==> src/core/ddp_pkg.sv <==
/*
 * Shared constants, command and state types for the DDR pin command
 * interface. Assumes it is compiled before every design file.
 */
package ddp_pkg;

    localparam int ADDR_W  = 14;
    localparam int BA_W    = 2;
    localparam int NBANK   = 4;
    localparam int DQ_W    = 16;
    localparam int LANES   = 2;
    localparam int BYTE_W  = 8;
    localparam int AP_BIT  = 10;
    localparam int SYNC_ST = 2;

    localparam logic [ADDR_W-1:0] MODE_RST  = 14'h0000;
    localparam logic [BA_W-1:0]   BA_MR     = 2'h0;
    localparam logic [BA_W-1:0]   BA_EMR    = 2'h1;
    localparam logic [NBANK-1:0]  OPEN_RST  = 4'h0;
    localparam logic [DQ_W-1:0]   DQ_RST    = 16'h0000;

    // Per-lane write phases: idle, waiting rising strobe, waiting falling.
    localparam logic [1:0] WPH_IDLE = 2'h0;
    localparam logic [1:0] WPH_RISE = 2'h1;
    localparam logic [1:0] WPH_FALL = 2'h2;

    // Codes are {cs_n, ras_n, cas_n, we_n}; any code with cs_n high
    // is folded onto CMD_DESEL.
    typedef enum logic [3:0] {
        CMD_LMR   = 4'h0,
        CMD_REF   = 4'h1,
        CMD_PRE   = 4'h2,
        CMD_ACT   = 4'h3,
        CMD_WR    = 4'h4,
        CMD_RD    = 4'h5,
        CMD_BST   = 4'h6,
        CMD_NOP   = 4'h7,
        CMD_DESEL = 4'h8
    } ddp_cmd_t;

    typedef enum logic [1:0] {
        PS_ACTIVE,
        PS_PRE_PD,
        PS_ACT_PD,
        PS_SELF_REF
    } ddp_pwr_t;

    typedef enum logic [1:0] {
        RD_IDLE,
        RD_WAIT,
        RD_HI,
        RD_LO
    } ddp_rd_t;

    function automatic ddp_cmd_t ddp_decode(input logic [3:0] code);
        ddp_cmd_t c;
        c = CMD_DESEL;
        if (!code[3]) begin
            c = ddp_cmd_t'(code);
        end
        return c;
    endfunction : ddp_decode

endpackage : ddp_pkg

==> src/core/ddp_mem.sv <==
/*
 * Small byte-enabled storage array with a registered read port.
 * Assumes one write and one read address per clock, same clock.
 */
`timescale 1ns/100ps
module ddp_mem #(
    parameter int AW = 6,
    parameter int DW = 32
) (
    input  wire logic          clk_i,
    input  wire logic          rst_i,
    input  wire logic [DW/8-1:0] be_i,
    input  wire logic [AW-1:0] waddr_i,
    input  wire logic [DW-1:0] wdata_i,
    input  wire logic [AW-1:0] raddr_i,
    output logic      [DW-1:0] rdata_o
);

    logic [DW-1:0] mem [2**AW];

    // One process owns the whole array, because a process per byte lane
    // would give the array several drivers.
    always_ff @(posedge clk_i) begin
        for (int b = 0; b < DW/8; b++) begin
            if (be_i[b]) begin
                mem[waddr_i][b*8 +: 8] <= wdata_i[b*8 +: 8];
            end
        end
    end

    always_ff @(posedge clk_i or posedge rst_i) begin
        if (rst_i) begin
            rdata_o <= '0;
        end else begin
            rdata_o <= mem[raddr_i];
        end
    end

endmodule : ddp_mem

==> src/core/ddp_dram_pins.sv <==
/*
 * Device-side pin logic of a four-bank double-data-rate DRAM: command
 * sampling on CK crossings, bank and mode state, power states, masked
 * write capture on DQS and edge-aligned read launch. Assumes all pins
 * are asynchronous to ref_clk_i, which runs much faster than CK.
 */
// Summary of operation
// - ACTIVE takes row; READ/WRITE take column and A10 auto-precharge.
// - PRECHARGE closes addressed bank if A10 low, all banks if high.
// - Mode register load stores the address-bus operation code.
// - ACTIVE, READ, WRITE, single PRECHARGE act on the addressed bank.
// - Bank address picks base or extended mode register on load.
// - Address and control sampled only at the CK rising crossing.
// - Read data and strobe change at CK crossings.
// - CKE high keeps clock, inputs, outputs alive; low shuts them.
// - CKE low: idle means precharge PD or self refresh, else active PD.
// - PD entry, exit and self-refresh entry synchronous; its exit async.
// - Power-down keeps only CK and CKE; self refresh keeps only CKE.
// - Chip select low enables decoding; high masks every command.
// - Command decoded from chip select, row, column and write strobes.
// - Write data byte with mask high is not stored.
// - Mask sampled on both strobe edges with its data word.
// - Lower mask guards low byte, upper mask guards high byte.
// - Read strobe edge-aligned; write strobe arrives centre-aligned.
`timescale 1ns/100ps
module ddp_dram_pins
    import ddp_pkg::*;
#(
    parameter int ROW_BITS = 2,
    parameter int COL_BITS = 3
) (
    input  wire logic              ref_clk_i,
    input  wire logic              rst_i,
    input  wire logic              ck_i,
    input  wire logic              ck_n_i,
    input  wire logic              cke_i,
    input  wire logic              cs_n_i,
    input  wire logic              ras_n_i,
    input  wire logic              cas_n_i,
    input  wire logic              we_n_i,
    input  wire logic [BA_W-1:0]   ba_i,
    input  wire logic [ADDR_W-1:0] addr_i,
    input  wire logic [LANES-1:0]  dm_i,
    input  wire logic [DQ_W-1:0]   dq_i,
    input  wire logic [LANES-1:0]  dqs_i,
    output logic      [DQ_W-1:0]   dq_o,
    output logic                   dq_oe_o,
    output logic      [LANES-1:0]  dqs_o,
    output logic                   dqs_oe_o,
    output logic      [ADDR_W-1:0] mode_reg_o,
    output logic      [ADDR_W-1:0] ext_mode_reg_o,
    output logic      [NBANK-1:0]  bank_open_o,
    output logic      [1:0]        pwr_state_o
);

    localparam int PIN_W = 7 + BA_W + ADDR_W + 2*LANES + DQ_W;
    localparam int AW    = BA_W + ROW_BITS + COL_BITS - 1;

    logic [PIN_W-1:0]    sync1_r;
    logic [PIN_W-1:0]    sync2_r;
    logic                ck_s, ck_n_s, cke_s;
    logic [3:0]          code_s;
    logic [BA_W-1:0]     ba_s;
    logic [ADDR_W-1:0]   addr_s;
    logic [LANES-1:0]    dm_s, dqs_s, dqs_prev_r;
    logic [DQ_W-1:0]     dq_s;
    logic                pos_r, ck_pos, ck_rise, ck_fall;
    ddp_cmd_t            cmd;
    logic                cmd_take;
    ddp_pwr_t            pwr_r;
    logic [NBANK-1:0]    open_r;
    logic [ROW_BITS-1:0] row_r [NBANK];
    ddp_rd_t             rd_st;
    logic [AW-1:0]       rd_addr_r, wr_addr_r, col_addr;
    logic [BA_W-1:0]     rd_bank_r, wr_bank_r;
    logic                rd_ap_r, wr_ap_r, drive_r;
    logic                rd_done, rd_close, rd_load;
    logic [2*DQ_W-1:0]   rdata;
    logic [DQ_W-1:0]     rd_lo_word;
    logic [1:0]          wph_r [LANES];
    logic [LANES-1:0]    dqs_rise, dqs_fall;
    logic [2*LANES-1:0]  be;
    logic                wr_busy, wr_busy_r, wr_close;

    // Every pin passes two flops; only the second stage is read.
    always_ff @(posedge ref_clk_i or posedge rst_i) begin
        if (rst_i) begin
            sync1_r <= '0;
            sync2_r <= '0;
        end else begin
            sync1_r <= {ck_i, ck_n_i, cke_i, cs_n_i, ras_n_i, cas_n_i,
                        we_n_i, ba_i, addr_i, dm_i, dq_i, dqs_i};
            sync2_r <= sync1_r;
        end
    end

    assign {ck_s, ck_n_s, cke_s, code_s, ba_s, addr_s, dm_s, dq_s,
            dqs_s} = sync2_r;

    always_ff @(posedge ref_clk_i or posedge rst_i) begin
        if (rst_i) begin
            pos_r      <= 1'b0;
            dqs_prev_r <= '0;
        end else begin
            pos_r      <= ck_pos;
            dqs_prev_r <= dqs_s;
        end
    end

    assign ck_pos  = ck_s & ~ck_n_s;
    // clock buffer off in self refresh
    assign ck_rise = ck_pos & ~pos_r & (pwr_r != PS_SELF_REF);
    assign ck_fall = ~ck_pos & pos_r & (pwr_r != PS_SELF_REF);
    assign cmd      = ddp_decode(code_s);
    assign cmd_take = ck_rise & cke_s & (pwr_r == PS_ACTIVE) & ~code_s[3];

    always_ff @(posedge ref_clk_i or posedge rst_i) begin
        if (rst_i) begin
            pwr_r <= PS_ACTIVE;
        end else begin
            unique case (pwr_r)
                PS_ACTIVE: begin
                    if (ck_rise && !cke_s) begin
                        if (|open_r) begin
                            pwr_r <= PS_ACT_PD;
                        end else if (cmd == CMD_REF) begin
                            pwr_r <= PS_SELF_REF;
                        end else begin
                            pwr_r <= PS_PRE_PD;
                        end
                    end
                end
                PS_PRE_PD, PS_ACT_PD: begin
                    if (ck_rise && cke_s) begin
                        pwr_r <= PS_ACTIVE;
                    end
                end
                PS_SELF_REF: begin
                    if (cke_s) begin
                        pwr_r <= PS_ACTIVE;
                    end
                end
            endcase
        end
    end

    assign pwr_state_o = pwr_r;

    always_ff @(posedge ref_clk_i or posedge rst_i) begin
        if (rst_i) begin
            mode_reg_o     <= MODE_RST;
            ext_mode_reg_o <= MODE_RST;
        end else if (cmd_take && cmd == CMD_LMR) begin
            if (ba_s == BA_MR) begin
                mode_reg_o <= addr_s;
            end else if (ba_s == BA_EMR) begin
                ext_mode_reg_o <= addr_s;
            end
        end
    end

    // Auto-precharge closes go first; a command to a bank still in a
    // burst is illegal, so the later assignment never hides one.
    always_ff @(posedge ref_clk_i or posedge rst_i) begin
        if (rst_i) begin
            open_r <= OPEN_RST;
            for (int i = 0; i < NBANK; i++) begin
                row_r[i] <= '0;
            end
        end else begin
            if (rd_close) begin
                open_r[rd_bank_r] <= 1'b0;
            end
            if (wr_close) begin
                open_r[wr_bank_r] <= 1'b0;
            end
            if (cmd_take && cmd == CMD_ACT) begin
                open_r[ba_s] <= 1'b1;
                row_r[ba_s]  <= addr_s[ROW_BITS-1:0];
            end else if (cmd_take && cmd == CMD_PRE) begin
                if (addr_s[AP_BIT]) begin
                    open_r <= OPEN_RST;
                end else begin
                    open_r[ba_s] <= 1'b0;
                end
            end
        end
    end

    assign bank_open_o = open_r;

    // bank, its open row and column pick the burst pair
    assign col_addr = {ba_s, row_r[ba_s], addr_s[COL_BITS-1:1]};
    assign rd_load  = cmd_take && cmd == CMD_RD;

    // a read abandoned if CKE is low at its launching CK rise
    always_ff @(posedge ref_clk_i or posedge rst_i) begin
        if (rst_i) begin
            rd_st     <= RD_IDLE;
            rd_addr_r <= '0;
            rd_bank_r <= '0;
            rd_ap_r   <= 1'b0;
        end else if (pwr_r != PS_ACTIVE) begin
            rd_st <= RD_IDLE;
        end else begin
            if (rd_load) begin
                rd_addr_r <= col_addr;
                rd_bank_r <= ba_s;
                rd_ap_r   <= addr_s[AP_BIT];
            end
            unique case (rd_st)
                RD_IDLE: begin
                    if (rd_load) begin
                        rd_st <= RD_WAIT;
                    end
                end
                RD_WAIT: begin
                    if (ck_rise) begin
                        rd_st <= RD_HI;
                    end
                end
                RD_HI: begin
                    if (cmd_take && cmd == CMD_BST) begin
                        rd_st <= RD_IDLE;
                    end else if (ck_fall) begin
                        rd_st <= RD_LO;
                    end
                end
                RD_LO: begin
                    if (ck_rise) begin
                        rd_st <= rd_load ? RD_WAIT : RD_IDLE;
                    end
                end
            endcase
        end
    end

    assign rd_done    = (rd_st == RD_LO) && ck_rise && pwr_r == PS_ACTIVE;
    assign rd_close   = rd_done && rd_ap_r;
    assign rd_lo_word = rdata[DQ_W-1:0];

    // strobe toggles with each data word
    always_ff @(posedge ref_clk_i or posedge rst_i) begin
        if (rst_i) begin
            dq_o    <= DQ_RST;
            dqs_o   <= '0;
            drive_r <= 1'b0;
        end else if (pwr_r != PS_ACTIVE) begin
            drive_r <= 1'b0;
            dqs_o   <= '0;
        end else if (rd_st == RD_WAIT && ck_rise) begin
            dq_o    <= rd_lo_word;
            dqs_o   <= '1;
            drive_r <= 1'b1;
        end else if (rd_st == RD_HI && ck_fall) begin
            dq_o  <= rdata[2*DQ_W-1:DQ_W];
            dqs_o <= '0;
        end else if ((rd_st == RD_LO && ck_rise) ||
                     (rd_st == RD_HI && cmd_take && cmd == CMD_BST)) begin
            drive_r <= 1'b0;
            dqs_o   <= '0;
        end
    end

    // drivers follow CKE at once, without waiting for CK.
    assign dq_oe_o  = drive_r & cke_s;
    assign dqs_oe_o = drive_r & cke_s;

    always_ff @(posedge ref_clk_i or posedge rst_i) begin
        if (rst_i) begin
            wr_addr_r <= '0;
            wr_bank_r <= '0;
            wr_ap_r   <= 1'b0;
            wr_busy_r <= 1'b0;
        end else begin
            wr_busy_r <= wr_busy;
            if (cmd_take && cmd == CMD_WR) begin
                wr_addr_r <= col_addr;
                wr_bank_r <= ba_s;
                wr_ap_r   <= addr_s[AP_BIT];
            end
        end
    end

    genvar l;
    generate
        for (l = 0; l < LANES; l++) begin : g_lane
            // strobe buffers off outside the active state
            assign dqs_rise[l] = dqs_s[l] & ~dqs_prev_r[l] &
                                 (pwr_r == PS_ACTIVE);
            assign dqs_fall[l] = ~dqs_s[l] & dqs_prev_r[l] &
                                 (pwr_r == PS_ACTIVE);
            always_ff @(posedge ref_clk_i or posedge rst_i) begin
                if (rst_i) begin
                    wph_r[l] <= WPH_IDLE;
                end else if (cmd_take && cmd == CMD_WR) begin
                    wph_r[l] <= WPH_RISE;
                end else if (wph_r[l] == WPH_RISE && dqs_rise[l]) begin
                    wph_r[l] <= WPH_FALL;
                end else if (wph_r[l] == WPH_FALL && dqs_fall[l]) begin
                    wph_r[l] <= WPH_IDLE;
                end
            end
            assign be[l]       = (wph_r[l] == WPH_RISE) & dqs_rise[l] &
                                 ~dm_s[l];
            assign be[LANES+l] = (wph_r[l] == WPH_FALL) & dqs_fall[l] &
                                 ~dm_s[l];
        end
    endgenerate

    assign wr_busy  = (wph_r[0] != WPH_IDLE) | (wph_r[1] != WPH_IDLE);
    assign wr_close = wr_busy_r & ~wr_busy & wr_ap_r;

    ddp_mem #(
        .AW (AW),
        .DW (2*DQ_W)
    ) u_mem (
        .clk_i   (ref_clk_i),
        .rst_i   (rst_i),
        .be_i    (be),
        .waddr_i (wr_addr_r),
        .wdata_i ({dq_s, dq_s}),
        .raddr_i (rd_addr_r),
        .rdata_o (rdata)
    );
endmodule : ddp_dram_pins

==> config.mk <==
export PLATFORM = sky130hd
export DESIGN_NAME = ddp_dram_pins
export DESIGN_NICKNAME = d
export VERILOG_FILES = /design/src/core/ddp_pkg.sv /design/src/core/ddp_mem.sv /design/src/core/ddp_dram_pins.sv
export SDC_FILE = /design/constraint.sdc
export NUM_CORES = 2
export LEC_CHECK = 0
export BUFFER_PORTS_ARGS = -buffer_cell sky130_fd_sc_hd__buf_2
export CAP_MARGIN = 20
export CORE_MARGIN = 4
export CORE_UTILIZATION = 45
export DETAILED_ROUTE_END_ITERATION = 10
export GPL_ROUTABILITY_DRIVEN = 0
export HOLD_SLACK_MARGIN = 0.15
export PLACE_DENSITY = 0.71
export SLEW_MARGIN = 20
export SYNTH_ARGS = -nofsm -noshare
export SYNTH_HDL_FRONTEND = slang
export SYNTH_SLANG_ARGS = --single-unit
==> constraint.sdc <==
create_clock -name ref_clk_i -period 19.7 [get_ports ref_clk_i]
set_input_delay 5.91 -clock ref_clk_i [delete_from_list [all_inputs] [get_ports ref_clk_i]]
set_output_delay 5.91 -clock ref_clk_i [all_outputs]
set_load 0.005 [all_outputs]
==> flow_summary.toml <==
[place]
io_buffer_count = 98
dp_hpwl_um = 128000
pre_cts_slack_ns = 12.07

[power_and_ir_drop]
p_int_mw = 7.59
powerDensity_mw_per_mm2 = 101
sw_frac_of_total_pct = 21.3
pwr-share-clk_pct = 40.5
power.switching_mw = 2.05
p_leak_nw = 29.6
p_total_mw = 9.64
pwr-share-seq_pct = 55.0
p_comb_share_pct = 4.5
ir_drop_v = 0.0000727

[cts]
clkTransAtPathRegs_ns = 0.06
ctsHoldBuffers = 0
insertion_delay_ns = 0.85
clk_path_buf_depth = 3
h-tree-depth = 4
root_buffer = "clkbuf_16"
cts-resized-gates = 0
cts_tree = "built"
cts.repair_timing.setup_buffer_count = 0
cts_sinks = 2250
cts_made_buffers = 206

[worst_setup_path]
startpoint_type = "register"
end_kind = "primary output"
path_cells = "and2_1, buf_2"
cp_max_fo = 4
critical-path-max-stage-delay_ns = 0.42
required_ns = 13.79
crit_arrival_ns = 1.55
slowest_stage = "dfrtp_1"
r2r_cells = 8
worstSetupPathType = "reg -> out"

[sta]
relSlewSlack_pct = 17.8
worst-slew-pin-transition_ns = 1.23
fin_crit_sh_pct = 37.9
rsz0062_at_grt = "false"
period_minus_slack_ns = 7.46
setup_ws_ns = 12.24
fin_worst_skew_ns = 0.0564
hold_viol = 0
tns_ns = 0
timing.hold.ws_ns = 0.348
finalSetupViolCount = 0
drv_slew = 0
clock.fmax_mhz = 134

[floorplan]
coreArea_mm2 = 0.190
dieWidth_um = 445
fp.dieArea_mm2 = 0.198
fp.dieH_um = 445
initial_core_util_pct = 45.2
pin_count = 99
rows = 160

[route]
ant_nets = 0
dr.pass1.iters = 6
wire_per_inst_um = 29.0
vias = 42168
routed_wl_um = 204000
first_iter_violations = 5823
via_per_inst = 6.01
drc_errors = 0

[yosys]
synth_nets = 4244
syn_area_mm2 = 0.0859
ys.flop_type = "edfxtp_1"
synth_seq_cells = 2250
yosys_warnings = 0
synth_cell_type_count = 65
synth-edff-count = 2048
yosysTopAreaCellShare_pct = 71.6
syn_area_per_cell_um2 = 20.5
yosysTopAreaCell = "edfxtp_1"
async_flop_share_pct = 8.98
netlist_instances = 4196
synthTopCellsByArea = "edfxtp_1, mux4_2, dfrtp_1, mux2i_1, nor2_1"
yosysSeqAreaShare_pct = 77.5

[global_route]
antenna_found_initial = 3
grt_max_degree = 119
grt_pass1_vias = 42201
grt-ovfl-total = 0
grtUsageTotal_pct = 20.5
grt_pass1_wl_um = 297000

[cells_and_area]
final_util_pct = 50.3
area_growth_pct = 11.3
final_common_cell = "edfxtp_1"
nets = 4376
drive_above_1_share_pct = 21.7
mostFrequentLayoutCells = "edfxtp_1, mux4_2, nor2_1, mux2i_1, clkbuf_16"

[hold_path]
hold_class = "reg -> reg"
holdPathStages = 0

[run]
drv_cap = 0

[run_status]
status = "finished, final reports clean"
## kinds of logic (layout without fill, tap and decap cells)
| logic type | after synthesis | count (layout) | share of synthesized area, % |
|---|---|---|---|
| DFF | 2250 | 2250 | 77.5 |
| muxes | 737 | 737 | 15.2 |
| and+or+nand+nor | 614 | 614 | 3.18 |
| AOI/OAI and AO/OA | 326 | 326 | 2.60 |
| buffers and inverters | 265 | 576 | 1.52 |
| adders and majority gates | 3 | 3 | 0.0437 |
| xor gates and xnor gates | 1 | 1 | 0.0102 |
| other | 0 | 1 | 0 |
## worst max-delay path: cells and delay by family (launching register included)
family        cells  cell delay, ns
simple gates      1            0.16
flops             1            0.42
buf+inv           1            0.13
## cells in the mapped netlist (all sizes together) (15+ instances only)
library cell / n
edfxtp: 2048
mux4: 444
nor2: 296
mux2i: 228
dfrtp: 202
nand2: 180
buf: 139
clkbuf: 99
o22ai: 86
a22oi: 71
mux2: 65
o21ai: 43
a21oi: 33
inv: 26
nand3: 24
nor3: 21
nand4: 17
o221ai: 16
or3: 16
a22o: 15
o211ai: 15
o41ai: 15
## power by group through the flow
stage / Clock, mW / Combinational (mW) / Sequential (mW)
after floorplan: 0 / 0.268 / 5.39
after global placement: 0 / 0.430 / 5.40
after detailed placement: 0 / 0.437 / 5.40
after CTS: 3.95 / 0.439 / 5.30
after global routing: 4.16 / 0.464 / 5.30
final: 3.91 / 0.438 / 5.30
## area by class of cell
type,count,area (um2)
Antenna cell,1,2.50
Clock buffer,273,5560
Clock inverter,114,1010
Fill cell,14590,94400
Inverter,27,111
Multi-Input combinational cell,1681,18100
Sequential cell,2250,66600
Tap cell,2511,3140
Timing Repair Buffer,162,1030
## registers in the layout, summed over array words and instances, names as in the netlist, 2 cells and up
signal,count
u_mem.rdata_o,32
rd_addr_r,6
row_r,8
wph_r,4
dq_o,16
bank_open_o,4
rd_st,2
u_mem.mem,2048
sync1_r,43
wr_addr_r,6
sync2_r,43
mode_reg_o,14
ext_mode_reg_o,14
pwr_state_o,2
dqs_prev_r,2
## final timing paths
path | start | slack [ns] | end
worst min register to register | sync1_r[15] | 0.35 | sync2_r[15]
worst max register to register | rd_addr_r[0] | 14.35 | u_mem.rdata_o[14]
worst max-delay path | sync2_r[40] | 12.24 | dqs_oe_o
max in group asynchronous | rst_i | 13.28 | dq_o[13]
min in group asynchronous | rst_i | 5.08 | sync2_r[3]
worst min-delay path | sync1_r[15] | 0.35 | sync2_r[15]
## metal layers
layer,part of all wire (%),vias to the layer above,global-route usage [%]
li1,-,17377,-
met1,39,22278,28.3
met2,48,2148,31.9
met3,9.6,363,4.71
met4,4.1,2,8.09
met5,0.0064,-,0
## metrics by stage
stage	instance area, um2	cells
after floorplan	85900	4196
after global placement	89000	6630
after detailed placement	89000	6630
after CTS	95500	7017
after global routing	95600	7018
final	95600	7019
Note: power is estimated with default switching activity, not from simulation.
